**src/dta_pkg.sv**
```systemverilog
// shared constants and types for the dram timing and arbitration block
// assumes a single clock domain and a synchronous active-high reset
`default_nettype none

package dta_pkg;

	// bank and refresh-row geometry
	localparam int DTA_BANKS         = 4;
	localparam int DTA_BANK_W        = 2;
	localparam int DTA_REFRESH_ROW_W = 10;

	// reset value of the pending-refresh flag
	localparam logic DTA_PENDING_RESET = 1'h0;

	// cycle sequencer states; the comment gives the documented state number
	typedef enum logic [3:0]
	{
		DTA_IDLE,        // 0
		DTA_ROW,         // 1
		DTA_COL,         // 2
		DTA_COL_HOLD,    // 2, extra clock
		DTA_ACCESS,      // 4
		DTA_RMW_WAIT,    // read-modify-write extension
		DTA_PRECHARGE,   // row strobe released
		DTA_REF_ADDR,    // 16
		DTA_REF_STROBE,  // 17
		DTA_REF_END      // row strobe and refresh select released
	} dta_state_t;

	// control lines toward the memory array and the data-sizing chip
	typedef struct packed
	{
		logic [DTA_BANKS-1:0] row_strobe;
		logic                 row_address_enable;
		logic                 column_address_enable;
		logic                 cycle_sync;
		logic                 refresh_address_select;
	} dta_dram_ctl_t;

	localparam dta_dram_ctl_t DTA_CTL_RESET = '{
		row_strobe:             4'h0,
		row_address_enable:     1'h1,
		column_address_enable:  1'h0,
		cycle_sync:             1'h0,
		refresh_address_select: 1'h0
	};

endpackage

`default_nettype wire

```
**src/dta_refresh_flag.sv**
```systemverilog
// pending-refresh flag: a small independent state machine
// assumes the request pulse is at most one clock and synchronous to i_clock
`timescale 1ns/100ps
`default_nettype none

module dta_refresh_flag
(
	// clock and reset
	input  wire logic i_clock,
	input  wire logic i_rst,
	// events
	input  wire logic i_refresh_request,
	input  wire logic i_refresh_taken,
	// flag
	output var  logic o_refresh_pending_flag
);

	logic flag_reg;
	logic flag_next;

	always_comb
	begin
		flag_next = flag_reg;
		if (i_refresh_taken)
			flag_next = 1'h0;
		// a request in the clearing cycle is kept: set wins
		if (i_refresh_request)
			flag_next = 1'h1;
	end

	always_ff @(posedge i_clock)
	begin
		if (i_rst)
			flag_reg <= dta_pkg::DTA_PENDING_RESET;
		else
			flag_reg <= flag_next;
	end

	assign o_refresh_pending_flag = flag_reg;

endmodule

`default_nettype wire

```
**src/dta_timing_arbiter.sv**
```systemverilog
// timing and arbitration sequencer for a four-bank dynamic ram array
// assumes requests are synchronous to i_clock and that an outside
// counter supplies the refresh row while refresh_address_select is high
//
// Function
// - the running cycle wins first, then a pending refresh, then a processor request.
// - arbitration only happens in idle state 0, and refresh requests arriving meanwhile are stored.
// - a one-clock refresh request sets a pending flag that holds until its refresh runs, then clears.
// - refresh cycles raise refresh_address_select so the refresh row drives the address bus.
// - state 16 drops row_address_enable and selects refresh, state 17 strobes all banks, then both release.
// - idle with no refresh pending and memory_request high starts a processor cycle in state 1; with neither, it stays idle.
// - a processor cycle strobes exactly one bank, picked by the two bank_select inputs.
// - state 2 drops row_address_enable, raises column_address_enable and raises cycle_sync.
// - state 2 lasts one extra clock, then state 4 chooses read, write or read-modify-write.
// - a read or write ends by releasing the strobe for one precharge clock, restoring row address and dropping cycle_sync.
// - a read-modify-write keeps the strobe until size_acknowledge and write strobe have both been seen.
// - the data-sizing chip is told of a processor cycle only through cycle_sync, which stays low otherwise.
`timescale 1ns/100ps
`default_nettype none

module dta_timing_arbiter
#(
	parameter int BANKS  = dta_pkg::DTA_BANKS,
	parameter int BANK_W = dta_pkg::DTA_BANK_W
)
(
	// clock and reset
	input  wire logic                  i_clock,
	input  wire logic                  i_rst,
	// processor side
	input  wire logic                  i_memory_request,
	input  wire logic [BANK_W-1:0]     i_bank_select,
	input  wire logic                  i_rmw_cycle_indicator,
	// refresh timer
	input  wire logic                  i_refresh_request,
	// data-sizing chip
	input  wire logic                  i_size_acknowledge,
	input  wire logic                  i_write_strobe,
	// memory array control
	output var  dta_pkg::dta_dram_ctl_t o_dram,
	// status
	output var  logic                  o_busy,
	output var  logic                  o_refresh_pending
);

	dta_pkg::dta_state_t    state_reg;
	dta_pkg::dta_state_t    state_next;
	logic [BANK_W-1:0]      bank_reg;
	logic [BANK_W-1:0]      bank_next;
	logic                   ack_seen_reg;
	logic                   ack_seen_next;
	logic                   we_seen_reg;
	logic                   we_seen_next;
	dta_pkg::dta_dram_ctl_t ctl_reg;
	dta_pkg::dta_dram_ctl_t ctl_next;
	logic                   pending;
	logic                   refresh_taken;

	// one-hot bank decode
	function automatic logic [BANKS-1:0] bank_onehot(
		input logic [BANK_W-1:0] bank);
		logic [BANKS-1:0] hot;
		hot = '0;
		hot[bank] = 1'h1;
		return hot;
	endfunction

	// control lines that belong to each state
	function automatic dta_pkg::dta_dram_ctl_t ctl_for(
		input dta_pkg::dta_state_t st,
		input logic [BANK_W-1:0]   bank);
		dta_pkg::dta_dram_ctl_t c;
		c = dta_pkg::DTA_CTL_RESET;
		unique case (st)
			dta_pkg::DTA_IDLE,
			dta_pkg::DTA_PRECHARGE,
			dta_pkg::DTA_REF_END:
				c = dta_pkg::DTA_CTL_RESET;
			dta_pkg::DTA_ROW:
				c.row_strobe = bank_onehot(bank);
			dta_pkg::DTA_COL,
			dta_pkg::DTA_COL_HOLD,
			dta_pkg::DTA_ACCESS,
			dta_pkg::DTA_RMW_WAIT:
			begin
				c.row_strobe            = bank_onehot(bank);
				c.row_address_enable    = 1'h0;
				c.column_address_enable = 1'h1;
				c.cycle_sync            = 1'h1;
			end
			dta_pkg::DTA_REF_ADDR:
			begin
				c.row_address_enable     = 1'h0;
				c.refresh_address_select = 1'h1;
			end
			dta_pkg::DTA_REF_STROBE:
			begin
				c.row_address_enable     = 1'h0;
				c.refresh_address_select = 1'h1;
				c.row_strobe             = '1;
			end
		endcase
		return c;
	endfunction

	dta_refresh_flag u_refresh_flag
	(
		.i_clock               (i_clock),
		.i_rst                 (i_rst),
		.i_refresh_request     (i_refresh_request),
		.i_refresh_taken       (refresh_taken),
		.o_refresh_pending_flag(pending)
	);

	// the flag clears as the refresh cycle is entered
	assign refresh_taken = (state_reg == dta_pkg::DTA_IDLE)
		&& pending;

	always_comb
	begin
		state_next    = state_reg;
		bank_next     = bank_reg;
		ack_seen_next = ack_seen_reg;
		we_seen_next  = we_seen_reg;
		unique case (state_reg)
			dta_pkg::DTA_IDLE:
			begin
				ack_seen_next = 1'h0;
				we_seen_next  = 1'h0;
				// only idle arbitrates; a busy cycle is never preempted
				if (pending)
					state_next = dta_pkg::DTA_REF_ADDR;
				else if (i_memory_request)
				begin
					state_next = dta_pkg::DTA_ROW;
					bank_next  = i_bank_select;
				end
			end
			dta_pkg::DTA_ROW:
				state_next = dta_pkg::DTA_COL;
			dta_pkg::DTA_COL:
				state_next = dta_pkg::DTA_COL_HOLD;
			dta_pkg::DTA_COL_HOLD:
				state_next = dta_pkg::DTA_ACCESS;
			dta_pkg::DTA_ACCESS:
			begin
				if (i_rmw_cycle_indicator)
					state_next = dta_pkg::DTA_RMW_WAIT;
				else
					state_next = dta_pkg::DTA_PRECHARGE;
			end
			dta_pkg::DTA_RMW_WAIT:
			begin
				// the acknowledge of the read half also counts; the
				// sizing chip raises the write strobe no earlier than it
				if (i_size_acknowledge)
					ack_seen_next = 1'h1;
				if (i_write_strobe)
					we_seen_next = 1'h1;
				if ((ack_seen_reg || i_size_acknowledge)
					&& (we_seen_reg || i_write_strobe))
					state_next = dta_pkg::DTA_PRECHARGE;
			end
			dta_pkg::DTA_PRECHARGE:
				state_next = dta_pkg::DTA_IDLE;
			dta_pkg::DTA_REF_ADDR:
				state_next = dta_pkg::DTA_REF_STROBE;
			dta_pkg::DTA_REF_STROBE:
				state_next = dta_pkg::DTA_REF_END;
			dta_pkg::DTA_REF_END:
				state_next = dta_pkg::DTA_IDLE;
			default:
				state_next = dta_pkg::DTA_IDLE;
		endcase
		// outputs are registered against the state being entered
		ctl_next = ctl_for(state_next, bank_next);
	end

	always_ff @(posedge i_clock)
	begin
		if (i_rst)
		begin
			state_reg    <= dta_pkg::DTA_IDLE;
			bank_reg     <= '0;
			ack_seen_reg <= 1'h0;
			we_seen_reg  <= 1'h0;
			ctl_reg      <= dta_pkg::DTA_CTL_RESET;
		end
		else
		begin
			state_reg    <= state_next;
			bank_reg     <= bank_next;
			ack_seen_reg <= ack_seen_next;
			we_seen_reg  <= we_seen_next;
			ctl_reg      <= ctl_next;
		end
	end

	assign o_dram            = ctl_reg;
	assign o_busy            = (state_reg != dta_pkg::DTA_IDLE);
	assign o_refresh_pending = pending;

	localparam logic [BANKS-1:0] NO_STROBE = '0;
endmodule

`default_nettype wire

```
**config.mk**
```make
export PLATFORM = sky130hd
export DESIGN_NAME = dta_timing_arbiter
export DESIGN_NICKNAME = d
export VERILOG_FILES = /design/src/dta_pkg.sv /design/src/dta_refresh_flag.sv /design/src/dta_timing_arbiter.sv
export SDC_FILE = /design/constraint.sdc
export NUM_CORES = 1
export LEC_CHECK = 0
export BUFFER_PORTS_ARGS = -buffer_cell sky130_fd_sc_hd__clkbuf_2
export CELL_PAD_IN_SITES_DETAIL_PLACEMENT = 0
export CELL_PAD_IN_SITES_GLOBAL_PLACEMENT = 1
export CORE_MARGIN = 10
export CORE_UTILIZATION = 40
export CTS_CLUSTER_SIZE = 25
export DETAILED_ROUTE_END_ITERATION = 8
export GPL_ROUTABILITY_DRIVEN = 0
export PLACE_DENSITY = 0.87
export SETUP_SLACK_MARGIN = 0.1
export SLEW_MARGIN = 15
export SYNTH_ARGS = -nofsm -noshare
export SYNTH_HDL_FRONTEND = slang
export SYNTH_SLANG_ARGS = --single-unit
```
**constraint.sdc**
```tcl
create_clock -name i_clock -period 3.5 [get_ports i_clock]
set_input_delay 0.7 -clock i_clock [delete_from_list [all_inputs] [get_ports i_clock]]
set_output_delay 0.7 -clock i_clock [all_outputs]
set_load 0.03 [all_outputs]
```
==> flow_summary.html <==
<table>
<tr><th>Metric</th><th>Value</th></tr>
<tr><th colspan="2">Outcome</th></tr>
<tr><td>Result of the run</td><td>completed</td></tr>
<tr><th colspan="2">Logic synthesis</th></tr>
<tr><td>Fraction of synthesized cell area taken by the top area cell type</td><td>41.3%</td></tr>
<tr><td>Combined area of all synthesized cells</td><td>776 µm²</td></tr>
<tr><td>Post-synthesis net count</td><td>96</td></tr>
<tr><td>EDFF count, synth</td><td>0</td></tr>
<tr><td>Post-synth cell types</td><td>37</td></tr>
<tr><td>Top cells by area, synth</td><td>sky130_fd_sc_hd__dfxtp_1 41%, sky130_fd_sc_hd__a21oi_1 5.2%, sky130_fd_sc_hd__nor2_1 4.8%, sky130_fd_sc_hd__buf_6 4.4%, sky130_fd_sc_hd__mux2i_4 2.9%</td></tr>
<tr><td>Number of standard cells after synthesis</td><td>87</td></tr>
<tr><td>Cell taking the most area after synthesis</td><td>sky130_fd_sc_hd__dfxtp_1</td></tr>
<tr><td>Mean instance size in the synthesized netlist</td><td>8.92 µm²</td></tr>
<tr><td>Sequential-to-total area share from yosys stat</td><td>between 40 and 50%</td></tr>
<tr><td>Most used flip-flop cell after synthesis</td><td>sky130_fd_sc_hd__dfxtp_1</td></tr>
<tr><td>Share of synthesized registers carrying an async set or reset</td><td>0%</td></tr>
<tr><td>YS warnings</td><td>0</td></tr>
<tr><td>Yosys reg bits</td><td>16</td></tr>
<tr><th colspan="2">Finish</th></tr>
<tr><td>Filler Cells Inserted</td><td>about 180</td></tr>
<tr><td>Final std cells w/o fill</td><td>125</td></tr>
<tr><td>Ant. Diodes</td><td>0</td></tr>
<tr><td>Register area</td><td>320 µm²</td></tr>
<tr><td>Syn-to-layout area delta</td><td>12.6%</td></tr>
<tr><td>Final-stage net count</td><td>110</td></tr>
<tr><td>Number of flip-flops in the largest register</td><td>7</td></tr>
<tr><td>Combined area of the multi-input logic cells</td><td>between 300 and 400 µm²</td></tr>
<tr><td>Core occupancy in the finished layout</td><td>about half</td></tr>
<tr><td>Layout cells sized above 1</td><td>30.0%</td></tr>
<tr><th colspan="2">Clocking</th></tr>
<tr><td>CTS tree</td><td>done</td></tr>
<tr><td>Post_cts resized</td><td>0</td></tr>
<tr><td>Clock Latency Late Sink</td><td>roughly 0.28 ns</td></tr>
<tr><td>Number of hold-repair buffers added at the cts stage</td><td>0</td></tr>
<tr><td>Clock Tree Buf Depth</td><td>2</td></tr>
<tr><td>H-tree depth reported by CTS</td><td>1</td></tr>
<tr><td>Clock sinks</td><td>16</td></tr>
<tr><td>CTS Root Buffer Type</td><td>sky130_fd_sc_hd__clkbuf_4</td></tr>
<tr><td>Clock-pin slew on the worst setup and hold paths</td><td>approximately 0.09 ns</td></tr>
<tr><td>Post-CTS Setup Repair Bufs</td><td>0</td></tr>
<tr><td>Total CTS buffers</td><td>3</td></tr>
<tr><th colspan="2">Power and ir drop</th></tr>
<tr><td>Reg power frac</td><td>between 40% and 50%</td></tr>
<tr><td>P_sw</td><td>approximately 0.24 mW</td></tr>
<tr><td>Int Pwr</td><td>0.359 mW</td></tr>
<tr><td>Overall Power</td><td>0.595 mW</td></tr>
<tr><td>Combinational power share</td><td>38.1%</td></tr>
<tr><td>Cell leakage power</td><td>0.350 nW</td></tr>
<tr><td>Maximum vdd ir drop</td><td>0.300 mV</td></tr>
<tr><td>Share of total power consumed by net switching</td><td>39.7%</td></tr>
<tr><td>Portion of total power attributed to the clock network</td><td>20.2%</td></tr>
<tr><td>Power per cell area</td><td>682 nW/µm²</td></tr>
<tr><th colspan="2">Critical path</th></tr>
<tr><td>Type of origin of the critical path</td><td>flip-flop</td></tr>
<tr><td>Setup Crit Path Kind</td><td>flip-flop to output port</td></tr>
<tr><td>Critical path peak fanout</td><td>14</td></tr>
<tr><td>Reg-to-reg endpoint</td><td>o_dram[7]</td></tr>
<tr><td>CP peak stage delay</td><td>0.61 ns</td></tr>
<tr><td>Crit end category</td><td>output port</td></tr>
<tr><td>Worst path arrival time</td><td>1.55 ns</td></tr>
<tr><td>Library cell contributing the largest single delay on the critical path</td><td>sky130_fd_sc_hd__or4_4</td></tr>
<tr><td>R2R depth</td><td>4</td></tr>
<tr><td>Critical Path RT</td><td>~2.8 ns</td></tr>
<tr><td>Startpoint of the lowest-slack register-to-register path</td><td>state_reg[0]</td></tr>
<tr><td>Cell-by-cell trace of the critical path</td><td>or4_4 -&gt; clkbuf_2</td></tr>
<tr><td>Worst reg2reg setup slack</td><td>1.34 ns</td></tr>
<tr><th colspan="2">STA</th></tr>
<tr><td>Count of final setup violators</td><td>0</td></tr>
<tr><td>Post-Route Skew</td><td>0.00358 ns</td></tr>
<tr><td>Highest achievable clock rate</td><td>0.445 GHz</td></tr>
<tr><td>Number of pins exceeding their max-slew limit in the final report</td><td>0</td></tr>
<tr><td>Setup repair after global routing missed its margin</td><td>no</td></tr>
<tr><td>Post-route worst hold slack</td><td>0.458 ns</td></tr>
<tr><td>Slew at the pin closest to its max-slew limit</td><td>0.403 ns</td></tr>
<tr><td>Final worst path period share</td><td>64.3%</td></tr>
<tr><td>Clock period minus worst slack</td><td>~2.2 ns</td></tr>
<tr><td>Number of hold violations in the final report</td><td>0</td></tr>
<tr><td>Worst slew slack as a fraction of its limit</td><td>73.1%</td></tr>
<tr><td>TNS Setup</td><td>0 ns</td></tr>
<tr><th colspan="2">Run</th></tr>
<tr><td>Max-cap violations</td><td>0</td></tr>
<tr><th colspan="2">Worst hold path</th></tr>
<tr><td>Worst hold path depth</td><td>2</td></tr>
<tr><td>Origin of the worst min-delay path</td><td>we_seen_reg</td></tr>
<tr><td>Class of the tightest hold or removal check</td><td>flip-flop to flip-flop</td></tr>
<tr><td>Endpoint, Worst Hold</td><td>we_seen_reg</td></tr>
<tr><th colspan="2">Floorplanning</th></tr>
<tr><td>Full die area</td><td>between 4000 and 5000 µm²</td></tr>
<tr><td>Floorplan core area</td><td>1780 µm²</td></tr>
<tr><td>Number of rows created at floorplan</td><td>15</td></tr>
<tr><td>Initial core utilization</td><td>43.5%</td></tr>
<tr><td>Die Height</td><td>64.0 µm</td></tr>
<tr><td>Width of the chip</td><td>64.0 µm</td></tr>
<tr><td># IOs</td><td>19</td></tr>
<tr><th colspan="2">Global routing</th></tr>
<tr><td>Largest net degree at the start of global routing</td><td>17</td></tr>
<tr><td>Number of global-route vias before repair</td><td>654</td></tr>
<tr><td>Total GRT Usage</td><td>about 8.5%</td></tr>
<tr><td>Number of antenna violations at the first check in global routing</td><td>0</td></tr>
<tr><td>Global-route wire length before repair</td><td>2910 µm</td></tr>
<tr><td>Overall overflow remaining after global route</td><td>0</td></tr>
<tr><th colspan="2">Route</th></tr>
<tr><td>Number of DRC violations after detailed routing</td><td>0</td></tr>
<tr><td>Antenna violation net count after detailed routing</td><td>0</td></tr>
<tr><td>Vias after detailed routing</td><td>651</td></tr>
<tr><td>Aggregate routed wire length</td><td>1570 µm</td></tr>
<tr><td>Violation count after the first detailed-routing iteration</td><td>20</td></tr>
<tr><td>Wirelength per Cell</td><td>12.5 µm</td></tr>
<tr><td>First-pass iteration count of the detailed router</td><td>4</td></tr>
<tr><td>Avg Vias per Cell</td><td>about 5.2</td></tr>
<tr><th colspan="2">Placed design</th></tr>
<tr><td>Detailed placement HPWL</td><td>1230 µm</td></tr>
<tr><td>Placed Instances</td><td>121</td></tr>
<tr><td>Total of buffers placed on input and output ports</td><td>18</td></tr>
</table>
[through the flow]
step | area [µm²] | setup WS, ns
final | 873 | 1.25
after global routing | 873 | 1.18
after CTS | 873 | 1.25
after detailed placement | 837 | 1.35
after global placement | 837 | 1.41
after floorplan | 776 | 1.40
[final cells by class]
type | instances | area share, %
multi-input combinational | 59 | 44.0
sequential | 16 | 36.7
timing repair buffer | 18 | 10.3
tap | 25 | 3.58
clock buffer | 4 | 4.15
inverter | 3 | 1.29
[synthesized netlist by cell type (all sizes together) (2+ instances only)]
cell type  count
dfxtp         16
nor2          11
a21oi          9
buf            5
nand2          5
clkbuf         4
o21ai          4
nand3          3
nand4          3
a211oi         2
inv            2
mux2i          2
nor2b          2
nor3           2
o41ai          2
or4            2
[critical path: cells and delay by family (launching register included)]
kind | cells | cell delay, ns
flip-flops | 1 | 0.44
AND/OR/NAND/NOR | 1 | 0.61
buffers and inverters | 1 | 0.21
[cell families (layout without fill, tap and decap cells)]
group / after synthesis / count (layout) / synth area share [%]
buf+inv: 12 / 25 / 9.19
flops: 16 / 16 / 41.3
compound gates: 23 / 23 / 21.1
simple gates: 32 / 32 / 21.6
mux: 3 / 3 / 5.64
xor+xnor: 1 / 1 / 1.13
[power groups by stage]
stage	Sequential (mW)	Clock [mW]	Combinational [mW]
after floorplan	0.278	0	0.175
after CTS	0.248	0.125	0.231
after detailed placement	0.252	0	0.230
final	0.249	0.120	0.227
after global placement	0.250	0	0.228
after global routing	0.253	0.137	0.252
[per-layer routing]
metal | track usage (%) | vias up | routed length, µm | share of wire (%)
li1 | - | 339 | - | -
met1 | 9.62 | 289 | 690 | 44
met2 | 13.9 | 19 | 763 | 49
met3 | 3.14 | 4 | 86 | 5.5
met4 | 3.55 | 0 | 25 | 1.6
met5 | 0 | - | 0 | 0
[how the worst max path moves through the flow]
stage / start / endpoint / slack [ns] / cells past startpoint
after floorplan: state_reg[1] / o_dram[7] / 1.40 / 7
after global placement: state_reg[0] / o_dram[7] / 1.41 / 4
after detailed placement: state_reg[0] / o_dram[7] / 1.35 / 4
after CTS: state_reg[0] / o_busy / 1.25 / 2
after global routing: state_reg[0] / o_busy / 1.18 / 2
final: state_reg[0] / o_busy / 1.25 / 2
[cells in the final DEF, fill, tap and decap left out, drive strengths merged]
master / synthesis / routed
dfxtp: 16 / 16
or3b: 1 / 1
o2111ai: 1 / 1
clkbuf: 4 / 22
nor3: 2 / 2
a21oi: 9 / 9
and3: 1 / 1
inv: 2 / 2
clkinv: 1 / 1
or4: 2 / 2
o21ba: 1 / 1
nor2: 11 / 11
nor2b: 2 / 2
nand3b: 1 / 1
nand4: 3 / 3
o22ai: 1 / 1
a21bo: 1 / 1
mux2i: 2 / 2
a211oi: 2 / 2
a221oi: 1 / 1
nand3: 3 / 3
o41ai: 2 / 2
nand2: 5 / 5
mux2: 1 / 1
xor2: 1 / 1
o21ai: 4 / 4
nor3b: 1 / 1
o22a: 1 / 1
Power figures use the tool's default switching activity.
